<file path="src/rtl/mpsi_params.svh">
// Timing counts and fixed values for the modem power and status indicator block.
`ifndef MPSI_PARAMS_SVH
`define MPSI_PARAMS_SVH
`define MPSI_CLK_HZ          100000000
`define MPSI_TOGGLE_MS       3000
`define MPSI_TOGGLE_CYC      ((`MPSI_CLK_HZ / 1000) * `MPSI_TOGGLE_MS)
`define MPSI_FAST_ON_MS      500
`define MPSI_FAST_OFF_MS     500
`define MPSI_SLOW_ON_MS      300
`define MPSI_SLOW_OFF_MS     2700
`define MPSI_MS_CYC          (`MPSI_CLK_HZ / 1000)
`define MPSI_BOOT_SETTLE_CYC 4
`define MPSI_CNT_W           32
`endif

</file>
<file path="src/rtl/mpsi_pkg.sv">
// Types shared by the modem power and status indicator block.
package mpsi_pkg;
    typedef enum logic [1:0] {
        RADIO_OFF,
        RADIO_CALL,
        RADIO_SEARCH,
        RADIO_REGISTERED
    } mpsi_radio_type;

    typedef enum logic [2:0] {
        PWR_IDLE,
        PWR_ISOLATE,
        PWR_TOGGLE,
        PWR_SAMPLE,
        PWR_DONE
    } mpsi_pwr_type;

    typedef enum logic [1:0] {
        BOOT_WAIT,
        BOOT_RUN,
        BOOT_MONITOR
    } mpsi_boot_type;

    typedef struct packed {
        logic red;
        logic green;
        logic yellow;
    } mpsi_led_type;
endpackage

</file>
<file path="src/rtl/mpsi_sync.sv">
// Three-stage input synchroniser with agreement of the last two stages.
`timescale 1ns/1ps
module mpsi_sync
    import mpsi_pkg::*;
(
    input  wire logic CLK_I,
    input  wire logic RST_N_I,
    input  wire logic ce_i,
    input  wire logic d_i,
    output logic      q_o
);
    typedef struct packed {
        logic s1;
        logic s2;
        logic s3;
        logic q;
    } mpsi_sync_type;

    mpsi_sync_type st_r;
    mpsi_sync_type st_nxt;

    always_comb begin
        st_nxt    = st_r;
        st_nxt.s1 = d_i;
        st_nxt.s2 = st_r.s1;
        st_nxt.s3 = st_r.s2;
        // A change counts only once the second and third stages agree.
        if (st_r.s2 == st_r.s3) begin
            st_nxt.q = st_r.s3;
        end
    end

    always_ff @(posedge CLK_I or negedge RST_N_I) begin
        if (!RST_N_I) begin
            st_r <= '0;
        end else if (ce_i) begin
            st_r <= st_nxt;
        end
    end

    assign q_o = st_r.q;
endmodule

</file>
<file path="src/rtl/mpsi_blink.sv">
// Yellow LED pattern generator for the radio status.
`timescale 1ns/1ps
`include "mpsi_params.svh"
module mpsi_blink
    import mpsi_pkg::*;
(
    input  wire logic           CLK_I,
    input  wire logic           RST_N_I,
    input  wire logic           ce_i,
    input  wire mpsi_radio_type radio_i,
    output logic                led_o
);
    localparam logic [31:0] FAST_ON  = 32'(`MPSI_FAST_ON_MS * `MPSI_MS_CYC);
    localparam logic [31:0] FAST_OFF = 32'(`MPSI_FAST_OFF_MS * `MPSI_MS_CYC);
    localparam logic [31:0] SLOW_ON  = 32'(`MPSI_SLOW_ON_MS * `MPSI_MS_CYC);
    localparam logic [31:0] SLOW_OFF = 32'(`MPSI_SLOW_OFF_MS * `MPSI_MS_CYC);

    typedef struct packed {
        mpsi_radio_type sel;
        logic           on;
        logic [31:0]    cnt;
    } mpsi_blink_type;

    mpsi_blink_type st_r;
    mpsi_blink_type st_nxt;

    function automatic logic [31:0] phase_len(input mpsi_radio_type r, input logic on);
        if (r == RADIO_REGISTERED) begin
            phase_len = on ? SLOW_ON : SLOW_OFF;
        end else begin
            phase_len = on ? FAST_ON : FAST_OFF;
        end
    endfunction

    always_comb begin
        st_nxt     = st_r;
        st_nxt.sel = radio_i;
        if (radio_i != st_r.sel) begin
            // A new selection restarts its pattern at the start of an on phase.
            st_nxt.on  = 1'b1;
            st_nxt.cnt = '0;
        end else if (st_r.cnt >= phase_len(st_r.sel, st_r.on) - 32'h1) begin
            st_nxt.on  = ~st_r.on;
            st_nxt.cnt = '0;
        end else begin
            st_nxt.cnt = st_r.cnt + 32'h1;
        end
    end

    always_ff @(posedge CLK_I or negedge RST_N_I) begin
        if (!RST_N_I) begin
            st_r <= '{sel: RADIO_OFF, on: 1'b1, cnt: 32'h0};
        end else if (ce_i) begin
            st_r <= st_nxt;
        end
    end

    // Steady states ignore the phase; blinking states show it.
    assign led_o = (st_r.sel == RADIO_CALL) ? 1'b1 :
                   (st_r.sel == RADIO_OFF)  ? 1'b0 : st_r.on;
endmodule

</file>
<file path="src/rtl/mpsi_top.sv">
// Modem power-off sequencer, boot mode decoder and status LED driver.
`timescale 1ns/1ps
`include "mpsi_params.svh"
module mpsi_top
    import mpsi_pkg::*;
(
    input  wire logic           CLK_I,
    input  wire logic           RST_N_I,
    input  wire logic           CE_I,
    input  wire logic           POWER_OFF_REQ_I,
    input  wire logic           POWER_MONITOR_LINE_I,
    input  wire logic           MODE_BUTTON_I,
    input  wire logic           BOOT_DONE_I,
    input  wire logic           BOOT_MEDIUM_FOUND_I,
    input  wire logic           APP_RED_I,
    input  wire logic           APP_GREEN_I,
    input  wire mpsi_radio_type RADIO_STATUS_I,
    output logic                POWER_TOGGLE_LINE_O,
    output logic                OUTPUT_ISOLATION_LINE_O,
    output logic                POWER_OFF_DONE_O,
    output logic                MODEM_OFF_O,
    output logic                MODE_BUTTON_INPUT_O,
    output logic                BOOTED_O,
    output logic                MONITOR_MODE_O,
    output logic                RED_LED_LINE_O,
    output logic                GREEN_LED_LINE_O,
    output logic                YELLOW_LED_O
);
    localparam logic [31:0] TOGGLE_CYC = 32'(`MPSI_TOGGLE_CYC);
    localparam logic [2:0]  SETTLE_CYC = 3'(`MPSI_BOOT_SETTLE_CYC);

    typedef struct packed {
        mpsi_pwr_type  pwr;
        mpsi_boot_type boot;
        logic [2:0]    settle;
        logic [31:0]   cnt;
        logic          toggle;
        logic          iso;
        logic          done;
        logic          modem_off;
        logic          mode_in;
        logic          booted;
        logic          monitor;
        mpsi_led_type  led;
    } mpsi_top_type;

    mpsi_top_type st_r;
    mpsi_top_type st_nxt;
    logic         pmon_s;
    logic         mode_s;
    logic         yellow;

    // True on the last cycle of a count that started at zero.
    function automatic logic count_end(input logic [31:0] cnt, input logic [31:0] len);
        count_end = (cnt >= len - 32'h1);
    endfunction

    mpsi_sync u_sync_pmon (
        .CLK_I   (CLK_I),
        .RST_N_I (RST_N_I),
        .ce_i    (CE_I),
        .d_i     (POWER_MONITOR_LINE_I),
        .q_o     (pmon_s)
    );

    mpsi_sync u_sync_mode (
        .CLK_I   (CLK_I),
        .RST_N_I (RST_N_I),
        .ce_i    (CE_I),
        .d_i     (MODE_BUTTON_I),
        .q_o     (mode_s)
    );

    mpsi_blink u_blink (
        .CLK_I   (CLK_I),
        .RST_N_I (RST_N_I),
        .ce_i    (CE_I),
        .radio_i (RADIO_STATUS_I),
        .led_o   (yellow)
    );

    always_comb begin
        st_nxt           = st_r;
        st_nxt.led.yellow = yellow;
        st_nxt.modem_off = pmon_s;
        st_nxt.done      = 1'b0;
        case (st_r.pwr)
            PWR_IDLE: begin
                if (POWER_OFF_REQ_I) begin
                    st_nxt.iso = 1'b1;
                    st_nxt.pwr = PWR_ISOLATE;
                end
            end
            PWR_ISOLATE: begin
                // Isolation settles one cycle before the toggle rises.
                st_nxt.toggle = 1'b1;
                st_nxt.cnt    = '0;
                st_nxt.pwr    = PWR_TOGGLE;
            end
            PWR_TOGGLE: begin
                if (count_end(st_r.cnt, TOGGLE_CYC)) begin
                    st_nxt.toggle = 1'b0;
                    st_nxt.pwr    = PWR_SAMPLE;
                end else begin
                    st_nxt.cnt = st_r.cnt + 32'h1;
                end
            end
            PWR_SAMPLE: begin
                // The modem may take a while to report off, so we wait for it.
                if (pmon_s) begin
                    st_nxt.done = 1'b1;
                    st_nxt.pwr  = PWR_DONE;
                end
            end
            PWR_DONE: begin
                if (!POWER_OFF_REQ_I) begin
                    st_nxt.pwr = PWR_IDLE;
                end
            end
            default: begin
                st_nxt.pwr = PWR_IDLE;
            end
        endcase
        case (st_r.boot)
            BOOT_WAIT: begin
                // The synchronisers restart with reset, so the button is judged only
                // after its level has had time to pass through them.
                if (st_r.settle != SETTLE_CYC) begin
                    st_nxt.settle = st_r.settle + 3'h1;
                end else if (mode_s) begin
                    st_nxt.boot      = BOOT_MONITOR;
                    st_nxt.monitor   = 1'b1;
                    st_nxt.led.green = 1'b1;
                end else begin
                    st_nxt.boot = BOOT_RUN;
                end
            end
            BOOT_RUN: begin
                if (!st_r.booted && BOOT_DONE_I) begin
                    if (BOOT_MEDIUM_FOUND_I) begin
                        st_nxt.booted = 1'b1;
                    end else begin
                        st_nxt.boot    = BOOT_MONITOR;
                        st_nxt.monitor = 1'b1;
                    end
                end
            end
            BOOT_MONITOR: begin
                st_nxt.monitor = 1'b1;
            end
            default: begin
                st_nxt.boot = BOOT_WAIT;
            end
        endcase
        if (st_r.booted) begin
            st_nxt.mode_in   = mode_s;
            st_nxt.led.red   = APP_RED_I;
            st_nxt.led.green = APP_GREEN_I;
        end else begin
            st_nxt.mode_in = 1'b0;
            st_nxt.led.red = 1'b1;
        end
    end

    always_ff @(posedge CLK_I or negedge RST_N_I) begin
        if (!RST_N_I) begin
            // The whole unit restarts from this one reset.
            st_r         <= '0;
            st_r.pwr     <= PWR_IDLE;
            st_r.boot    <= BOOT_WAIT;
            st_r.led.red <= 1'b1;
        end else if (CE_I) begin
            st_r <= st_nxt;
        end
    end

    assign POWER_TOGGLE_LINE_O     = st_r.toggle;
    assign OUTPUT_ISOLATION_LINE_O = st_r.iso;
    assign POWER_OFF_DONE_O        = st_r.done;
    assign MODEM_OFF_O             = st_r.modem_off;
    assign MODE_BUTTON_INPUT_O     = st_r.mode_in;
    assign BOOTED_O                = st_r.booted;
    assign MONITOR_MODE_O          = st_r.monitor;
    assign RED_LED_LINE_O          = st_r.led.red;
    assign GREEN_LED_LINE_O        = st_r.led.green;
    assign YELLOW_LED_O            = st_r.led.yellow;
endmodule

</file>
<file path="config.mk">
export PLATFORM = sky130hd
export DESIGN_NAME = mpsi_top
export DESIGN_NICKNAME = d
export VERILOG_FILES = /design/src/rtl/mpsi_pkg.sv /design/src/rtl/mpsi_sync.sv /design/src/rtl/mpsi_blink.sv /design/src/rtl/mpsi_top.sv
export VERILOG_INCLUDE_DIRS = /design/src /design/src/rtl
export SDC_FILE = /design/constraint.sdc
export NUM_CORES = 1
export LEC_CHECK = 0
export ABC_AREA = 1
export ABC_CLOCK_PERIOD_IN_PS = 6500
export BUFFER_PORTS_ARGS = -buffer_cell sky130_fd_sc_hd__buf_2
export CORE_ASPECT_RATIO = 1.2
export CORE_MARGIN = 1
export CORE_UTILIZATION = 35
export CTS_BUF_LIST = sky130_fd_sc_hd__clkbuf_4
export CTS_CLUSTER_DIAMETER = 100
export DETAILED_ROUTE_END_ITERATION = 10
export GPL_TIMING_DRIVEN = 0
export SETUP_SLACK_MARGIN = 0.02
export SLEW_MARGIN = 5
export SYNTH_ARGS = -nofsm -noshare
export SYNTH_HDL_FRONTEND = slang
export SYNTH_SLANG_ARGS = --single-unit
</file>
<file path="constraint.sdc">
create_clock -name CLK_I -period 6.5 [get_ports CLK_I]
set_clock_uncertainty 0.05 [all_clocks]
set_input_delay 0 -clock CLK_I [delete_from_list [all_inputs] [get_ports CLK_I]]
set_output_delay 0 -clock CLK_I [all_outputs]
set_load 0.02 [all_outputs]
</file>
Word-level counts from Yosys, hierarchy flattened
Cells that the tools add are included.
- add/sub/neg operators: 4
- bitwise gates (word level): 2
- reductions and logical operators: 22
- mux-type cells: 32
- equal/unequal tests: 22
- order comparisons: 2
- operators with widths (operator ; count):
    $mux W32 ; 4
    $pmux W33 S2 ; 1
    $add A32 B1 Y32 const B ; 2
    $mux W33 ; 1
    $ge A32 B29 Y1 const B ; 1
    $ge A32 B32 Y1 ; 1
    $sub A32 B1 Y32 const B ; 1
    $mux W29 ; 1
    $ne A2 B2 Y1 const B ; 8
    $pmux W3 S5 ; 1
    $mux W1 ; 14
    $mux W3 ; 4
    $reduce_and A3 Y1 ; 4
    $reduce_and A5 Y1 ; 2
    $mux W2 ; 4
    $reduce_and A4 Y1 ; 2
    $reduce_bool A2 Y1 ; 4
    $eq A3 B2 Y1 const B ; 2
    $pmux W2 S3 ; 1
    $reduce_and A2 Y1 ; 3
    $reduce_and A6 Y1 ; 1
    $eq A2 B1 Y1 const B ; 2
    $eq A2 B2 Y1 const B ; 2
    $logic_not A2 Y1 ; 2
    other kinds (13) ; 16
- bits of input ports: 12
- register bits: 93
- output and inout bits: 10
- logic and storage cells: 109

Longest topological paths before layout
- depth in word-level cells: 7
- mapped depth: 16

Hierarchy
A second synthesis with hierarchy kept.
- cells, all modules: 875
- area total of the unflattened synthesis: 6072.1 µm²
- by module, submodules not included (module ; area each (µm²) ; times used ; cells each):
    mpsi_top ; 3196.8 ; 1 ; 485
    mpsi_blink ; 2547.4 ; 1 ; 350
    mpsi_sync ; 163.9 ; 2 ; 20

Worst setup path before layout
No wires, ideal clock.
- path type: reg-to-reg
- from: reg u_blink.st_r[34] in the netlist's numbering
- to: reg u_blink.st_r[29] in the netlist's numbering
- period minus slack after synthesis: 2.206 ns
- setup slack: 4.294 ns
- cell stages (with the launch flop): 16
- library setup time: 0.137 ns
- path buffers: 2
- required time: 6.313 ns
- data arrival time: 2.019 ns
- path through: dfrtp_1 buf_4 nand2_2 nor2_1 inv_1 ha_1 nand2_1 nor2_1 nand2_1 nor2_1 nand2_1 nor2_1 nand2_1 nand2_2 buf_2 a21oi_1
- cells in the longest elaborated chain, start to end: 7
- RTL lines (what ; line ; text):
    from (decl) ; mpsi_blink.sv:24 ; mpsi_blink_type st_r;
    from (signal assigned) ; mpsi_blink.sv:52 ; st_r <= '{sel: RADIO_OFF, on: 1'b1, cnt: 32'h0};
    from (signal assigned) ; mpsi_blink.sv:54 ; st_r <= st_nxt;
    $eq A2 B2 Y1 ; mpsi_blink.sv:28 ; if (r == RADIO_REGISTERED) begin
    $mux W32 ; mpsi_blink.sv:28 ;
    $mux W32 ; mpsi_blink.sv:38 ; if (radio_i != st_r.sel) begin
    $sub A32 B1 Y32 ; mpsi_blink.sv:42 ; end else if (st_r.cnt >= phase_len(st_r.sel, st_r.on) - 32'h1) begin
    $ge A32 B32 Y1 ; mpsi_blink.sv:42 ;
    $mux W32 ; mpsi_blink.sv:42 ;
    $mux W33 * ; mpsi_blink.sv:38 ;
Every way passes the cells marked *; elsewhere a longest branch is shown, timed or not. The select of a mux whose other input is x is not followed.
A chain may end at the register's enable or synchronous reset.

Final worst setup path
Same ends and word-level chain as after synthesis.

==> impl_metrics.ini <==
[timing]
slew_viol_final = 0
rsz0062_at_grt = no
fmaxAchievable_ghz = 0.363
hold_slack_ps = 223
setup_ws_ps = 3750
worstMarginPinSlew_ps = 582
finalCriticalPeriod_ps = 2750
max-slew-margin-rel_pct = 61.2
final-hold-violation-count = 0
setup-violations-final = 0
fin_crit_sh_pct = 42.3
tns_ps = 0

[worst_setup_path]
critPathLaunch = u_blink.st_r[34]$_DFFE_PN0P_
r2r_end = u_blink.st_r[29]$_DFFE_PN0P_
cp_num_buf_inv = 4
crit_slowest_cell = dfrtp_1
start_kind = flop
crit_arrival_ps = 3110
crit_type = reg -> reg
crit_cells = 15
cpPeakStageDelay_ps = 350
r2r_slack_ps = 3750
r2r_start = u_blink.st_r[34]$_DFFE_PN0P_
end_kind = flop
crit_top_cell = nor2_1
worstPathRequired_ps = 6860
r2r_cells = 15
cp_top_family = simple AND/OR/NAND/NOR gates
crit_end = u_blink.st_r[29]$_DFFE_PN0P_
crit_fanout = 10
crit_path_cell_trace = buf_4, nand2_2, nor2_1, inv_1, ha_1, inv_1, nand2_1, nor2_1, nand3_1, a21oi_1, nand2_1, nor2_1, nand2_2, buf_2, a21oi_1

[run_status]
outcome = complete, no violations

[clock_tree]
htree_levels = 3
clkTransAtPathRegs_ps = 150
cts.sinks = 93
cts_tree = done
cts_max_path_buffers = 2
cts_made_buffers = 9
root_buffer = clkbuf_4
post_cts_buffers = 0
clock_latency_ps = 460
cts_resized = 0

[placement]
dp_slack_ps = 3730
hpwl_um = 11400
routabilityCongestion = 0.951
port_buffers = 21

[finish]
final-seq-area_um2 = 2330
nNetsFinal = 937
synthToLayoutAreaGrowth_pct = 11.7
fillers = 1814
multi_input_area_um2 = 3160
drive_gt1_share_pct = 9.10

[global_routing]
antenna_found_initial = 1
grt_max_degree = 61
overflow = 0
grt_pass1_wl_um = 25800
grt_use_total_pct = 18.5
grt_pass1_vias = 5316

[synthesis]
avgSynthCellArea_um2 = 6.97
ys_warn_count = 0
synth_cells = 860
synthMuxAreaShare_pct = 0.167
async_flop_share_pct = 100
yosys.area_share.simple_pct = 37.1
netlist_area_um2 = 5990
synth_compound_area_share_pct = 6.78
syn_nets = 890
ys_ff_latch = 93
synth-edff-count = 0
ys.flop_type = dfrtp_1
synth-adder-area-share_pct = 3.76
ys_types = 38
yosysSeqAreaShare_pct = 38.9
synth_xor_area_share_pct = 4.97
synth_top_family_by_area = simple AND/OR/NAND/NOR gates

[power]
p_per_area_nw_per_um2 = 217
seq_power_share_pct = 46.8
power_leakage_nw = 3.20
irDropWorstVdd_mv = 0.161
p_comb_share_pct = 30.1
power_frac_clock_pct = 23.1
swShare_pct = 38.1
p_int_w = 0.000898
netSwitchingPower_w = 0.000554

[routing]
wl_per_cell_um = 13.5
vias = 5571
drcViolationCount = 0
drt_first_pass_iters = 5
wirelength_um = 15200
drtAntennaViolNets = 0
vias_per_cell = 4.93
drt-initial-drc-count = 348

[hold_path]
holdCritPathClass = in -> reg

[floorplan]
io-pin-count = 22
chipWidth_um = 121
fp-row-count = 52
core_um2 = 16800
dieArea_um2 = 17700
die_y_um = 145
start_util_pct = 35.7

[flow_run]
maxCapViolCount = 0
cell usage after synthesis (2+ instances only):
cell      number  area share, %
nand4_1       36            3.8
ha_1          18            3.8
o21ai_0       22            1.8
or2_2          2           0.21
buf_4          6           0.75
o22ai_1        2           0.21
xnor2_1        7            1.0
nor2_2         2           0.21
nand3_1       64            5.3
a21oi_1       43            3.6
xor2_1        27            3.9
dfrtp_1       91             38
dfstp_2        2           0.88
buf_2          7           0.58
inv_2          5           0.31
nor3_2         4           0.67
buf_1          3           0.19
nand2_1      272             17
inv_1         88            5.5
clkbuf_1       9           0.56
nor3_1        16            1.3
nor2_1       110            6.9
nand2_2        4           0.42
buf_6          2           0.38
nand3_2        5           0.84
state kept, by name (all words and copies together), names as in the netlist:
register,cells
st_r,40
u_blink.st_r,35
u_sync_mode.st_nxt,2
u_sync_pmon.st_nxt,2
BOOTED_O,1
GREEN_LED_LINE_O,1
MODEM_OFF_O,1
MODE_BUTTON_INPUT_O,1
MONITOR_MODE_O,1
OUTPUT_ISOLATION_LINE_O,1
POWER_OFF_DONE_O,1
POWER_TOGGLE_LINE_O,1
RED_LED_LINE_O,1
YELLOW_LED_O,1
u_sync_mode.q_o,1
u_sync_mode.st_r,1
u_sync_pmon.q_o,1
u_sync_pmon.st_r,1
cell type report:
cell class / count / share of cell area (%)
clock buffers: 11 / 1.23
well taps: 216 / 4.04
inverters: 94 / 5.29
clock inverters: 5 / 0.916
flip-flops and latches: 93 / 34.8
plain buffers: 27 / 2.21
multi-input cells: 646 / 47.2
repair buffers: 36 / 4.26
diodes: 1 / 0.0374
how the worst min path moves through the flow:
stage                   from  slack (ps)  cells after the start                                end
2_1_floorplan        RST_N_I        -350                      0               BOOTED_O$_DFFE_PN0P_
4_1_cts        MODE_BUTTON_I         160                      4  u_sync_mode.st_nxt[2]$_DFFE_PN0P_
3_3_place_gp   MODE_BUTTON_I         160                      3  u_sync_mode.st_nxt[2]$_DFFE_PN0P_
5_1_grt            APP_RED_I         180                      3         RED_LED_LINE_O$_DFFE_PN1P_
6_report       MODE_BUTTON_I         220                      4  u_sync_mode.st_nxt[2]$_DFFE_PN0P_
3_5_place_dp         RST_N_I         -60                      1               st_r[31]$_DFFE_PN0P_
stage by stage:
| stage | util (%) | power, W | area (µm²) | instances |
|---|---|---|---|---|
| floorplan | - | 0.000976 | 5990 | 860 |
| CTS | 39.9 | 0.00148 | 6690 | 1128 |
| global route | 39.9 | 0.00155 | 6700 | 1129 |
| finish | 39.9 | 0.00145 | 6700 | 1129 |
| global placement | 37.9 | 0.00111 | 6370 | 1097 |
| detailed placement | 38.1 | 0.00112 | 6400 | 1098 |
cells by family after synthesis:
family                     after synthesis
xor gates and xnor gates                34
and+or+nand+nor                        517
muxes                                    1
adders and majority gates               18
buffers and inverters                  121
AOI/OAI and AO/OA                       76
DFF                                     93
power groups by stage:
stage | sequential, W | clock (W) | combinational, W
after CTS | 0.000679 | 0.000353 | 0.000446
after global placement | 0.000688 | 0 | 0.000422
after detailed placement | 0.000690 | 0 | 0.000432
after global routing | 0.000687 | 0.000370 | 0.000493
final | 0.000679 | 0.000335 | 0.000438
after floorplan | 0.000702 | 0 | 0.000274
tightest hold or removal path, stage by stage:
cell and delay [ps]:
dlygate4sd3_1 520, buf_2 90, nand2_1 40, o21ai_0 60
per-layer routing:
metal  vias up  part of all wire, %  track usage (%)
li1       2848                    -                -
met1      2601                   45             22.5
met2       102                   50             31.8
met3        20                  2.8             3.96
met4         0                  2.2             6.54
met5         -                    0                0
repair_timing:
item	4_1_cts	5_1_grt
endpoints found under the setup margin	0	0
hold buffers	14	0
endpoints found under the hold margin	103	0
cells in the final DEF (no fill, tap or decap), types with 3 or more instances in the layout:
cell type	netlist	layout
a21oi_1	43	43
buf_1	3	3
buf_2	7	27
buf_4	6	7
clkbuf_1	9	9
clkbuf_4	0	11
dfrtp_1	91	91
dlygate4sd3_1	0	13
ha_1	18	18
inv_1	88	88
inv_2	5	5
nand2_1	272	272
nand2_2	4	4
nand3_1	64	64
nand3_2	5	5
nand4_1	36	36
nor2_1	110	110
nor3_1	16	16
nor3_2	4	4
o21ai_0	22	22
xnor2_1	7	7
xor2_1	27	27
Power figures use the tool's default switching activity.
